<file path="src/tks_defs.svh">
// Register offsets, field positions, reset values and counts of the touch key scanner.
`ifndef TKS_DEFS_SVH
`define TKS_DEFS_SVH
`define TKS_ADDR_W 8
`define TKS_OFF_CTRL 8'h00
`define TKS_OFF_STATUS 8'h04
`define TKS_OFF_FUNC 8'h08
`define TKS_OFF_MCTL0 8'h0C
`define TKS_OFF_MCTL1 8'h10
`define TKS_OFF_SENSE0 8'h14
`define TKS_OFF_SENSE1 8'h18
`define TKS_OFF_RELOAD0 8'h1C
`define TKS_OFF_RELOAD1 8'h20
`define TKS_CTRL_START 0
`define TKS_CTRL_SHARE 1
`define TKS_ST_RUN 0
`define TKS_ST_FUNC_OVF 1
`define TKS_ST_SENSE_OVF 2
`define TKS_MC_KEY_EN 0
`define TKS_MC_KEY_OSC 4
`define TKS_MC_REF_OSC 5
`define TKS_MC_SLOT_CLK 7
`define TKS_MC_KEY_SEL 8
`define TKS_MCTL_RST 10'h000
`define TKS_RELOAD_RST 8'h00
`define TKS_SYS_DIV 2'h3
`define TKS_RESP_OKAY 2'h0
`define TKS_RESP_SLVERR 2'h2
`endif

</file>
<file path="src/tks_pkg.sv">
// Types shared by the touch key scanner modules.
`default_nettype none
package tks_pkg;
	typedef enum logic [1:0] {
		TKS_IDLE = 2'b00,
		TKS_RUN  = 2'b01,
		TKS_DONE = 2'b10
	} tks_state_type;
	typedef struct packed {
		logic [1:0] keySel;
		logic       slotClockSelect;
		logic       spare;
		logic       refOscEnable;
		logic       keyOscEnable;
		logic [3:0] keyEnable;
	} tks_mod_ctrl_type;
endpackage
`default_nettype wire

</file>
<file path="src/tks_edge_sync.sv">
// Two-flop synchroniser with rising edge detect for oscillator outputs.
`default_nettype none
module tks_edge_sync #(
	parameter int W = 10
) (
	// Clock and reset
	input  wire logic         clk,
	input  wire logic         sys_rst,
	// Asynchronous oscillator levels and their edges
	input  wire logic [W-1:0] oscIn,
	output logic      [W-1:0] oscRise
);
	logic [W-1:0] meta_q;
	logic [W-1:0] sync_q;
	logic [W-1:0] last_q;
	always_ff @(posedge clk)
	begin
		if (sys_rst)
		begin
			meta_q <= '0;
			sync_q <= '0;
			last_q <= '0;
		end
		else
		begin
			meta_q <= oscIn;
			sync_q <= meta_q;
			last_q <= sync_q;
		end
	end
	// One pulse per oscillator cycle, taken from the second stage and its copy in the third.
	assign oscRise = sync_q & ~last_q;
endmodule // tks_edge_sync
`default_nettype wire

</file>
<file path="src/tks_slot_unit.sv">
// One measurement module: sense counter, 8-bit slot counter and 5-bit unit period counter.
`default_nettype none
`include "tks_defs.svh"
module tks_slot_unit #(
	parameter int CW = 16,
	parameter int SW = 8,
	parameter int UW = 5
) (
	// Clock and reset
	input  wire logic          clk,
	input  wire logic          sys_rst,
	// Control
	input  wire logic          run,
	input  wire logic          startLow,
	input  wire logic          endClear,
	input  wire logic          tick,
	input  wire logic          senseEdge,
	input  wire logic [SW-1:0] slotReload,
	// Results
	output logic      [CW-1:0] senseCount,
	output logic               senseOvf,
	output logic               slotDone
);
	logic [SW-1:0] slot_q;
	logic [UW-1:0] unit_q;
	logic          slotWrap;
	assign slotWrap = run & tick & (slot_q == {SW{1'b1}});
	assign senseOvf = run & senseEdge & (senseCount == {CW{1'b1}});
	assign slotDone = slotWrap & (unit_q == {UW{1'b1}});
	always_ff @(posedge clk)
	begin
		if (sys_rst | startLow)
			senseCount <= '0;
		else if (run & senseEdge)
			senseCount <= senseCount + 1'b1;
	end
	// The programmable slot counter survives start low so a preset is kept.
	always_ff @(posedge clk)
	begin
		if (sys_rst | endClear)
			slot_q <= '0;
		else if (slotWrap)
			slot_q <= slotReload;
		else if (run & tick)
			slot_q <= slot_q + 1'b1;
	end
	always_ff @(posedge clk)
	begin
		if (sys_rst | startLow | endClear)
			unit_q <= '0;
		else if (slotWrap)
			unit_q <= unit_q + 1'b1;
	end
endmodule // tks_slot_unit
`default_nettype wire

</file>
<file path="src/tks_top.sv">
// Capacitive touch key scanner: two four-key modules behind an AXI4-Lite slave.
`default_nettype none
`include "tks_defs.svh"
module tks_top #(
	parameter int NMOD = 2,
	parameter int NKEY = 4
) (
	// Clock and reset
	input  wire logic                 clk,
	input  wire logic                 sys_rst,
	// AXI4-Lite write address and data
	input  wire logic [7:0]           s_axi_awaddr,
	input  wire logic                 s_axi_awvalid,
	output logic                      s_axi_awready,
	input  wire logic [31:0]          s_axi_wdata,
	input  wire logic [3:0]           s_axi_wstrb,
	input  wire logic                 s_axi_wvalid,
	output logic                      s_axi_wready,
	// AXI4-Lite write response
	output logic [1:0]                s_axi_bresp,
	output logic                      s_axi_bvalid,
	input  wire logic                 s_axi_bready,
	// AXI4-Lite read
	input  wire logic [7:0]           s_axi_araddr,
	input  wire logic                 s_axi_arvalid,
	output logic                      s_axi_arready,
	output logic [31:0]               s_axi_rdata,
	output logic [1:0]                s_axi_rresp,
	output logic                      s_axi_rvalid,
	input  wire logic                 s_axi_rready,
	// Oscillators on the touch pads
	input  wire logic [NMOD*NKEY-1:0] senseOsc,
	input  wire logic [NMOD-1:0]      refOsc,
	output logic [NMOD-1:0]           refOscRun,
	output logic [NMOD-1:0]           keyOscRun,
	output logic [NMOD*NKEY-1:0]      keyPinSelect,
	// Measurement end
	output logic                      touchIrq
);
	localparam int NOSC = NMOD * NKEY + NMOD;
	logic                              start_q;
	logic                              share_q;
	tks_pkg::tks_mod_ctrl_type         mctl_q [NMOD];
	logic [7:0]                        reload_q [NMOD];
	tks_pkg::tks_state_type            state_q;
	logic                              startPrev_q;
	logic [NMOD-1:0]                   fin_q;
	logic [1:0]                        div_q;
	logic [15:0]                       func_q;
	logic                              funcOvf_q;
	logic [NMOD-1:0]                   senseOvf_q;
	logic [NOSC-1:0]                   oscRise;
	logic [15:0]                       senseCount [NMOD];
	logic [NMOD-1:0]                   senseOvfNow;
	logic [NMOD-1:0]                   modDone;
	logic [NMOD-1:0]                   modRun;
	logic [NMOD-1:0]                   modTick;
	logic [NMOD-1:0]                   participates;
	logic                              sysTick;
	logic                              startRise;
	logic                              allDone;
	logic                              running;
	logic [7:0]                        awAddr_q;
	logic [31:0]                       wData_q;
	logic [3:0]                        wStrb_q;
	logic                              doWrite;
	logic                              wrStatus;
	logic [31:0]                       rdWord;
	logic                              rdHit;

	// Oscillator edges into the system domain.
	tks_edge_sync #(.W(NOSC)) u_sync (
		.clk     (clk),
		.sys_rst (sys_rst),
		.oscIn   ({refOsc, senseOsc}),
		.oscRise (oscRise)
	);

	assign sysTick = (div_q == `TKS_SYS_DIV);
	assign startRise = start_q & ~startPrev_q;
	assign running = (state_q == tks_pkg::TKS_RUN);

	for (genvar m = 0; m < NMOD; m++)
	begin : g_mod
		logic senseSel;
		assign senseSel = oscRise[m*NKEY + 32'(mctl_q[m].keySel)] & mctl_q[m].keyEnable[mctl_q[m].keySel];
		assign modTick[m] = mctl_q[m].slotClockSelect ? sysTick : oscRise[NMOD*NKEY + m];
		assign modRun[m] = running & ~fin_q[m];
		assign participates[m] = |mctl_q[m].keyEnable;
		// Identical instances: module 0 holds keys 1 to 4, module 1 keys 5 to 8.
		tks_slot_unit u_unit (
			.clk        (clk),
			.sys_rst    (sys_rst),
			.run        (modRun[m]),
			.startLow   (~start_q),
			.endClear   (allDone),
			.tick       (modTick[m]),
			.senseEdge  (senseSel),
			.slotReload (reload_q[m]),
			.senseCount (senseCount[m]),
			.senseOvf   (senseOvfNow[m]),
			.slotDone   (modDone[m])
		);
	end

	// With sharing, or with no key enabled, module 0 alone ends the run; otherwise every taking-part module must finish.
	always_comb
	begin
		allDone = running;
		if (share_q)
			allDone = running & (modDone[0] | fin_q[0]);
		else
			for (int m = 0; m < NMOD; m++)
				if (participates[m] && !(modDone[m] || fin_q[m]))
					allDone = 1'b0;
		if (participates == '0 && !share_q)
			allDone = running & (modDone[0] | fin_q[0]);
	end

	always_ff @(posedge clk)
	begin
		if (sys_rst)
			div_q <= 2'h0;
		else
			div_q <= div_q + 2'h1;
	end

	always_ff @(posedge clk)
	begin
		if (sys_rst)
			startPrev_q <= 1'b0;
		else
			startPrev_q <= start_q;
	end

	always_ff @(posedge clk)
	begin
		if (sys_rst)
			state_q <= tks_pkg::TKS_IDLE;
		else if (!start_q)
			state_q <= tks_pkg::TKS_IDLE;
		else
		begin
			case (state_q)
				tks_pkg::TKS_IDLE: if (startRise) state_q <= tks_pkg::TKS_RUN;
				tks_pkg::TKS_RUN: if (allDone) state_q <= tks_pkg::TKS_DONE;
				tks_pkg::TKS_DONE: state_q <= tks_pkg::TKS_DONE;
				default: state_q <= tks_pkg::TKS_IDLE;
			endcase
		end
	end

	always_ff @(posedge clk)
	begin
		if (sys_rst | ~start_q | allDone)
			fin_q <= '0;
		else
			fin_q <= fin_q | (modDone & modRun);
	end

	// Calibration counter runs on the system clock divided by four and holds at the end.
	always_ff @(posedge clk)
	begin
		if (sys_rst | ~start_q)
			func_q <= 16'h0000;
		else if (running & sysTick)
			func_q <= func_q + 16'h0001;
	end

	// Oscillators start together on the start edge and stop with the run.
	always_ff @(posedge clk)
	begin
		if (sys_rst)
		begin
			refOscRun <= '0;
			keyOscRun <= '0;
			keyPinSelect <= '0;
			touchIrq <= 1'b0;
		end
		else
		begin
			for (int m = 0; m < NMOD; m++)
			begin
				refOscRun[m] <= (startRise | (running & ~allDone)) & mctl_q[m].refOscEnable;
				keyOscRun[m] <= (startRise | (running & ~allDone)) & mctl_q[m].keyOscEnable;
				keyPinSelect[m*NKEY +: NKEY] <= mctl_q[m].keyEnable;
			end
			touchIrq <= allDone;
		end
	end

	// AXI4-Lite write side: address and data are caught in either order.
	assign doWrite = ~s_axi_awready & ~s_axi_wready & ~s_axi_bvalid;
	assign wrStatus = doWrite && (awAddr_q == `TKS_OFF_STATUS) && wStrb_q[0];

	always_ff @(posedge clk)
	begin
		if (sys_rst | (s_axi_bvalid & s_axi_bready))
		begin
			s_axi_awready <= 1'b1;
			s_axi_wready <= 1'b1;
		end
		else
		begin
			if (s_axi_awvalid & s_axi_awready)
				s_axi_awready <= 1'b0;
			if (s_axi_wvalid & s_axi_wready)
				s_axi_wready <= 1'b0;
		end
	end

	always_ff @(posedge clk)
	begin
		if (sys_rst)
		begin
			awAddr_q <= 8'h00;
			wData_q <= 32'h00000000;
			wStrb_q <= 4'h0;
		end
		else
		begin
			if (s_axi_awvalid & s_axi_awready)
				awAddr_q <= s_axi_awaddr;
			if (s_axi_wvalid & s_axi_wready)
			begin
				wData_q <= s_axi_wdata;
				wStrb_q <= s_axi_wstrb;
			end
		end
	end

	always_ff @(posedge clk)
	begin
		if (sys_rst)
		begin
			s_axi_bvalid <= 1'b0;
			s_axi_bresp <= `TKS_RESP_OKAY;
		end
		else if (doWrite)
		begin
			s_axi_bvalid <= 1'b1;
			s_axi_bresp <= (awAddr_q > `TKS_OFF_RELOAD1 || awAddr_q[1:0] != 2'h0) ? `TKS_RESP_SLVERR : `TKS_RESP_OKAY;
		end
		else if (s_axi_bready)
			s_axi_bvalid <= 1'b0;
	end

	always_ff @(posedge clk)
	begin
		if (sys_rst)
		begin
			start_q <= 1'b0;
			share_q <= 1'b0;
			for (int m = 0; m < NMOD; m++)
			begin
				mctl_q[m] <= `TKS_MCTL_RST;
				reload_q[m] <= `TKS_RELOAD_RST;
			end
		end
		else if (doWrite)
		begin
			case (awAddr_q)
				`TKS_OFF_CTRL: if (wStrb_q[0])
				begin
					start_q <= wData_q[`TKS_CTRL_START];
					share_q <= wData_q[`TKS_CTRL_SHARE];
				end
				`TKS_OFF_MCTL0: if (wStrb_q[0] & wStrb_q[1]) mctl_q[0] <= wData_q[9:0];
				`TKS_OFF_MCTL1: if (wStrb_q[0] & wStrb_q[1]) mctl_q[1] <= wData_q[9:0];
				`TKS_OFF_RELOAD0: if (wStrb_q[0]) reload_q[0] <= wData_q[7:0];
				`TKS_OFF_RELOAD1: if (wStrb_q[0]) reload_q[1] <= wData_q[7:0];
				default: ;
			endcase
		end
	end

	// Sticky flags: an overflow in the same cycle as a clear keeps the flag set.
	always_ff @(posedge clk)
	begin
		if (sys_rst)
		begin
			funcOvf_q <= 1'b0;
			senseOvf_q <= '0;
		end
		else
		begin
			funcOvf_q <= (running & sysTick & (func_q == 16'hFFFF)) |
				(funcOvf_q & ~(wrStatus & wData_q[`TKS_ST_FUNC_OVF]));
			senseOvf_q <= senseOvfNow |
				(senseOvf_q & ~(wrStatus ? wData_q[`TKS_ST_SENSE_OVF +: NMOD] : '0));
		end
	end

	// AXI4-Lite read side: one read at a time, answered one cycle after the address.
	always_comb
	begin
		rdWord = 32'h00000000;
		rdHit = 1'b1;
		case (s_axi_araddr)
			`TKS_OFF_CTRL: rdWord[1:0] = {share_q, start_q};
			`TKS_OFF_STATUS: rdWord[3:0] = {senseOvf_q, funcOvf_q, running};
			`TKS_OFF_FUNC: rdWord[15:0] = func_q;
			`TKS_OFF_MCTL0: rdWord[9:0] = mctl_q[0];
			`TKS_OFF_MCTL1: rdWord[9:0] = mctl_q[1];
			`TKS_OFF_SENSE0: rdWord[15:0] = senseCount[0];
			`TKS_OFF_SENSE1: rdWord[15:0] = senseCount[1];
			`TKS_OFF_RELOAD0: rdWord[7:0] = reload_q[0];
			`TKS_OFF_RELOAD1: rdWord[7:0] = reload_q[1];
			default: rdHit = 1'b0;
		endcase
	end

	always_ff @(posedge clk)
	begin
		if (sys_rst)
		begin
			s_axi_arready <= 1'b1;
			s_axi_rvalid <= 1'b0;
			s_axi_rdata <= 32'h00000000;
			s_axi_rresp <= `TKS_RESP_OKAY;
		end
		else if (s_axi_arvalid & s_axi_arready)
		begin
			s_axi_arready <= 1'b0;
			s_axi_rvalid <= 1'b1;
			s_axi_rdata <= rdWord;
			s_axi_rresp <= rdHit ? `TKS_RESP_OKAY : `TKS_RESP_SLVERR;
		end
		else if (s_axi_rready)
		begin
			s_axi_arready <= 1'b1;
			s_axi_rvalid <= 1'b0;
		end
	end
endmodule // tks_top
`default_nettype wire

</file>
<file path="config.mk">
export PLATFORM = sky130hd
export DESIGN_NAME = tks_top
export DESIGN_NICKNAME = d
export VERILOG_FILES = /design/src/tks_pkg.sv /design/src/tks_edge_sync.sv /design/src/tks_slot_unit.sv /design/src/tks_top.sv
export VERILOG_INCLUDE_DIRS = /design/src
export SDC_FILE = /design/constraint.sdc
export NUM_CORES = 1
export LEC_CHECK = 0
export BUFFER_PORTS_ARGS = -buffer_cell sky130_fd_sc_hd__buf_2
export CORE_MARGIN = 4
export CORE_UTILIZATION = 55
export DETAILED_ROUTE_END_ITERATION = 16
export PLACE_DENSITY_LB_ADDON = 0.3
export SLEW_MARGIN = 25
export SYNTH_ARGS = -nofsm -noshare
export SYNTH_HDL_FRONTEND = slang
export SYNTH_HIERARCHICAL = 1
export SYNTH_SLANG_ARGS = --single-unit
</file>
<file path="constraint.sdc">
create_clock -name clk -period 3.6 [get_ports clk]
set_input_delay 0.72 -clock clk [delete_from_list [all_inputs] [get_ports clk]]
set_output_delay 0.72 -clock clk [all_outputs]
set_load 0.01 [all_outputs]
</file>
==> results.sh <==
export IMPL_layout_drive_gt1_share=0.1753
export IMPL_setup_violations_final=0
export IMPL_irDropWorstVdd_mv=0.4021
export IMPL_worstMarginPinSlew_ns=0.9133
export IMPL_fp_row_count=47
export IMPL_grt_max_degree=58
export IMPL_postSynthCellCount=981
export IMPL_grt_pass1_wl_um=36420
export IMPL_cts_tree="yes"
export IMPL_io_pins=123
export IMPL_fp_dieW_um=139.0
export IMPL_hold_path_class="input port to register"
export IMPL_nets=1126
export IMPL_routedWlPerCell_um=17.78
export IMPL_track_usage=0.2276
export IMPL_start_util=0.5650
export IMPL_place_gp_congestion=0.9352
export IMPL_cts_num_sinks=208
export IMPL_antenna_found_initial=0
export IMPL_rr_endpoint="keyOscRun[0]$_SDFF_PP0_"
export IMPL_synth_flop_cell="dfxtp_1"
export IMPL_crit_type="register to register"
export IMPL_gr_total_overflow=0
export IMPL_vias=7512
export IMPL_syn2layout_area_growth_pct=11.26
export IMPL_wl_met3_um=1732
export IMPL_drv_slew=0
export IMPL_finalCriticalPeriod_ns=2.933
export IMPL_min_delay_path_depth=2
export IMPL_cts_buffer_depth=3
export IMPL_p_leak_nw=3.821
export IMPL_yosys_warnings=6
export IMPL_finalHoldViolCount=0
export IMPL_hold_start="s_axi_wvalid"
export IMPL_yosysSeqAreaShare=0.4794
export IMPL_clk_latency_ns=0.51
export IMPL_die_height_um=139.0
export IMPL_cts_made_buffers=22
export IMPL_power_switching_mw=1.107
export IMPL_core_um2=16700
export IMPL_die_area_um2=19320
export IMPL_drtIter0Drc=677
export IMPL_synth_cell_types=69
export IMPL_r2r_setup_slack_ns=0.67
export IMPL_relSlewSlack=0.3855
export IMPL_syn_area_per_cell_um2=9.619
export IMPL_grt_pass1_vias=6894
export IMPL_wl_met2_um=10220
export IMPL_clkPwrFrac=0.438
export IMPL_final_cells=1281
export IMPL_dpl_hpwl_um=16550
export IMPL_route_detailed_drc=0
export IMPL_root_buffer="clkbuf_16"
export IMPL_topRoutingLayerUsed="met4"
export IMPL_path_clk_slew_ns=0.06
export IMPL_power_density_nw_per_um2=457.8
export IMPL_pwr_share_seq=0.513
export IMPL_htree_levels=1
export IMPL_multi_input_area_um2=4468
export IMPL_r2r_start="div_q[0]$_SDFF_PP0_"
export IMPL_post_drt_via_cell_ratio=5.864
export IMPL_switching_share=0.2304
export IMPL_final_antenna_net_count=0
export IMPL_final_core_util=0.6286
export IMPL_port_buffers=80
export IMPL_nFillCells=1416
export IMPL_placed_cells=1241
export IMPL_cts_hold_fix_buffers=0
export IMPL_status="finished clean"
export IMPL_p_total_mw=4.806
export IMPL_finalClockSkew_ns=0.01476
export IMPL_routed_wl_um=22770
export IMPL_register_area_um2=4524
export IMPL_combinationalPowerShare=0.049
export IMPL_min_to="s_axi_wready$_SDFFE_PP1P_"
export IMPL_fin_crit_sh=0.8148
export IMPL_dr_pass1_iters=5
export IMPL_ys_ff_latch=208
export IMPL_rsz0062_at_grt="no"
export IMPL_fmax_ghz=0.3409
export IMPL_wl_met1_um=9974
export IMPL_diodes=0
export IMPL_cts_resized=0
export IMPL_crit_path_start_kind="register"
export IMPL_cap_violations=0
export IMPL_crit_path_end_kind="register"
export IMPL_synth_area_um2=9437
export IMPL_synth_async_sr_flop_share=0
export IMPL_post_cts_setup_buffers=0
export IMPL_crit_path_max_fanout=5
export IMPL_cp_data_arrival_time_ns=3.37
export IMPL_cp_required_ns=4.04
export IMPL_p_int_mw=3.699
export IMPL_r2r_cells=10
export IMPL_setup_tns_ns=0
export IMPL_synth_edff_count=36
-- power groups by stage --
| stage | logic [mW] | registers, mW | clock network (mW) |
|---|---|---|---|
| final | 0.235 | 2.47 | 2.11 |
| after global routing | 0.260 | 2.47 | 2.24 |
| after CTS | 0.233 | 2.46 | 2.14 |
| after detailed placement | 0.232 | 2.51 | 0 |
| after global placement | 0.229 | 2.51 | 0 |
| after floorplan | 0.173 | 2.50 | 0 |
-- layout by cell type, fill, tap and decap left out, types with 12 or more instances in the layout --
cell and instances:
buf_2 79, o21ai_0 20, nand4_1 25, a21oi_1 70
ha_1 12, dfxtp_1 172, nand2_1 98, xor2_1 37
buf_4 16, and3_1 19, nand3_1 49, nor2b_1 30
clkbuf_16 22, nor2b_2 24, conb_1 18, nor3_1 14
nor2_1 76, a31oi_1 17, edfxtp_1 36, mux2i_1 17
and2_1 27, and4_1 12
-- sequential cells by signal, summed over array words and instances (netlist names), 8 cells and up --
name and count:
g_mod.u_unit/senseCount 32, mctl_q 20, func_q 16, g_mod.u_unit/slot_q 16
reload_q 16, s_axi_rdata 16, g_mod.u_unit/unit_q 10, u_sync/last_q 10
u_sync/meta_q 10, u_sync/sync_q 10, wData_q 10, awAddr_q 8
keyPinSelect 8
-- worst max-delay path: stages (launching register included) --
cell and delay, ns:
dfxtp_1 0.31, ha_1 0.26, mux2_2 0.34, and4_1 0.21
and3_1 0.17, and2_1 0.18, or3b_2 0.47, nor3_1 0.29
a21oi_1 0.12, a21oi_1 0.33, and2_1 0.19
-- worst max-delay path by stage --
stage | startpoint | to | cells past startpoint
detailed placement | div_q[0]$_SDFF_PP0_ | keyOscRun[0]$_SDFF_PP0_ | 10
floorplan | state_q[1]$_SDFFE_PP0P_ | keyOscRun[0]$_SDFF_PP0_ | 14
global route | div_q[0]$_SDFF_PP0_ | keyOscRun[0]$_SDFF_PP0_ | 10
global placement | div_q[0]$_SDFF_PP0_ | keyOscRun[0]$_SDFF_PP0_ | 10
finish | div_q[0]$_SDFF_PP0_ | keyOscRun[0]$_SDFF_PP0_ | 10
CTS | div_q[0]$_SDFF_PP0_ | keyOscRun[0]$_SDFF_PP0_ | 10
-- cell families after synthesis --
logic type	after synthesis	share of synthesized area
AOI/OAI and AO/OA	175	0.1209
xor gates and xnor gates	44	0.04084
adders and majority gates	12	0.01591
buffers and inverters	83	0.05383
DFF	208	0.4794
muxes	26	0.02877
other	1	0.0003974
and+or+nand+nor	432	0.2599
-- synth_stat cells, types with 6 or more instances --
cell type    n  area [um^2]
dfxtp_1    172         3443
nand2_1     98        367.9
nor2_1      76        285.3
a21oi_1     70        350.3
nand3_1     49        245.2
xor2_1      37        324.1
edfxtp_1    36         1081
nor2b_1     30        187.7
and2_1      27        168.9
nand4_1     25        156.4
buf_4       24        180.2
nor2b_2     24        210.2
o21ai_0     20        100.1
and3_1      19        118.9
clkbuf_1    19        71.32
a31oi_1     17        106.4
mux2i_1     17        170.2
nor3_1      14        70.07
and4_1      12        105.1
ha_1        12        150.1
inv_1       11        41.29
or3_1       11        68.82
a22oi_1      9        67.56
buf_2        9        45.04
buf_1        8        30.03
buf_6        8        90.09
nor4b_1      8        70.07
o21ai_1      8        40.04
mux2_2       7        78.83
xnor2_1      7        61.31
a311oi_1     6        52.55
a32o_1       6        60.06
-- final cells by class --
type,count,share of cell area
clock buffers,31,0.05852
clock inverters,9,0.005720
inverters,11,0.003933
multi-input cells,707,0.4256
flip-flops and latches,208,0.4309
well taps,220,0.02622
repair buffers,95,0.04910
-- layer usage --
metal | global-route usage | vias to the layer above
met2 | 0.3564 | 316
met5 | 0 | -
met3 | 0.04138 | 62
met4 | 0.07467 | 0
li1 | - | 3620
met1 | 0.3205 | 3514
-- stage by stage --
| step | setup WS [ns] | instance area, um^2 | hold WS (ns) |
|---|---|---|---|
| floorplan | 0.8248 | 9500 | 0.3992 |
| global placement | 0.8311 | 9824 | 0.4064 |
| detailed placement | 0.7192 | 9824 | 0.4109 |
| CTS | 0.6932 | 10500 | 0.3968 |
| global route | 0.5031 | 10500 | 0.4174 |
| finish | 0.6669 | 10500 | 0.4122 |
Power figures use the tool's default switching activity.
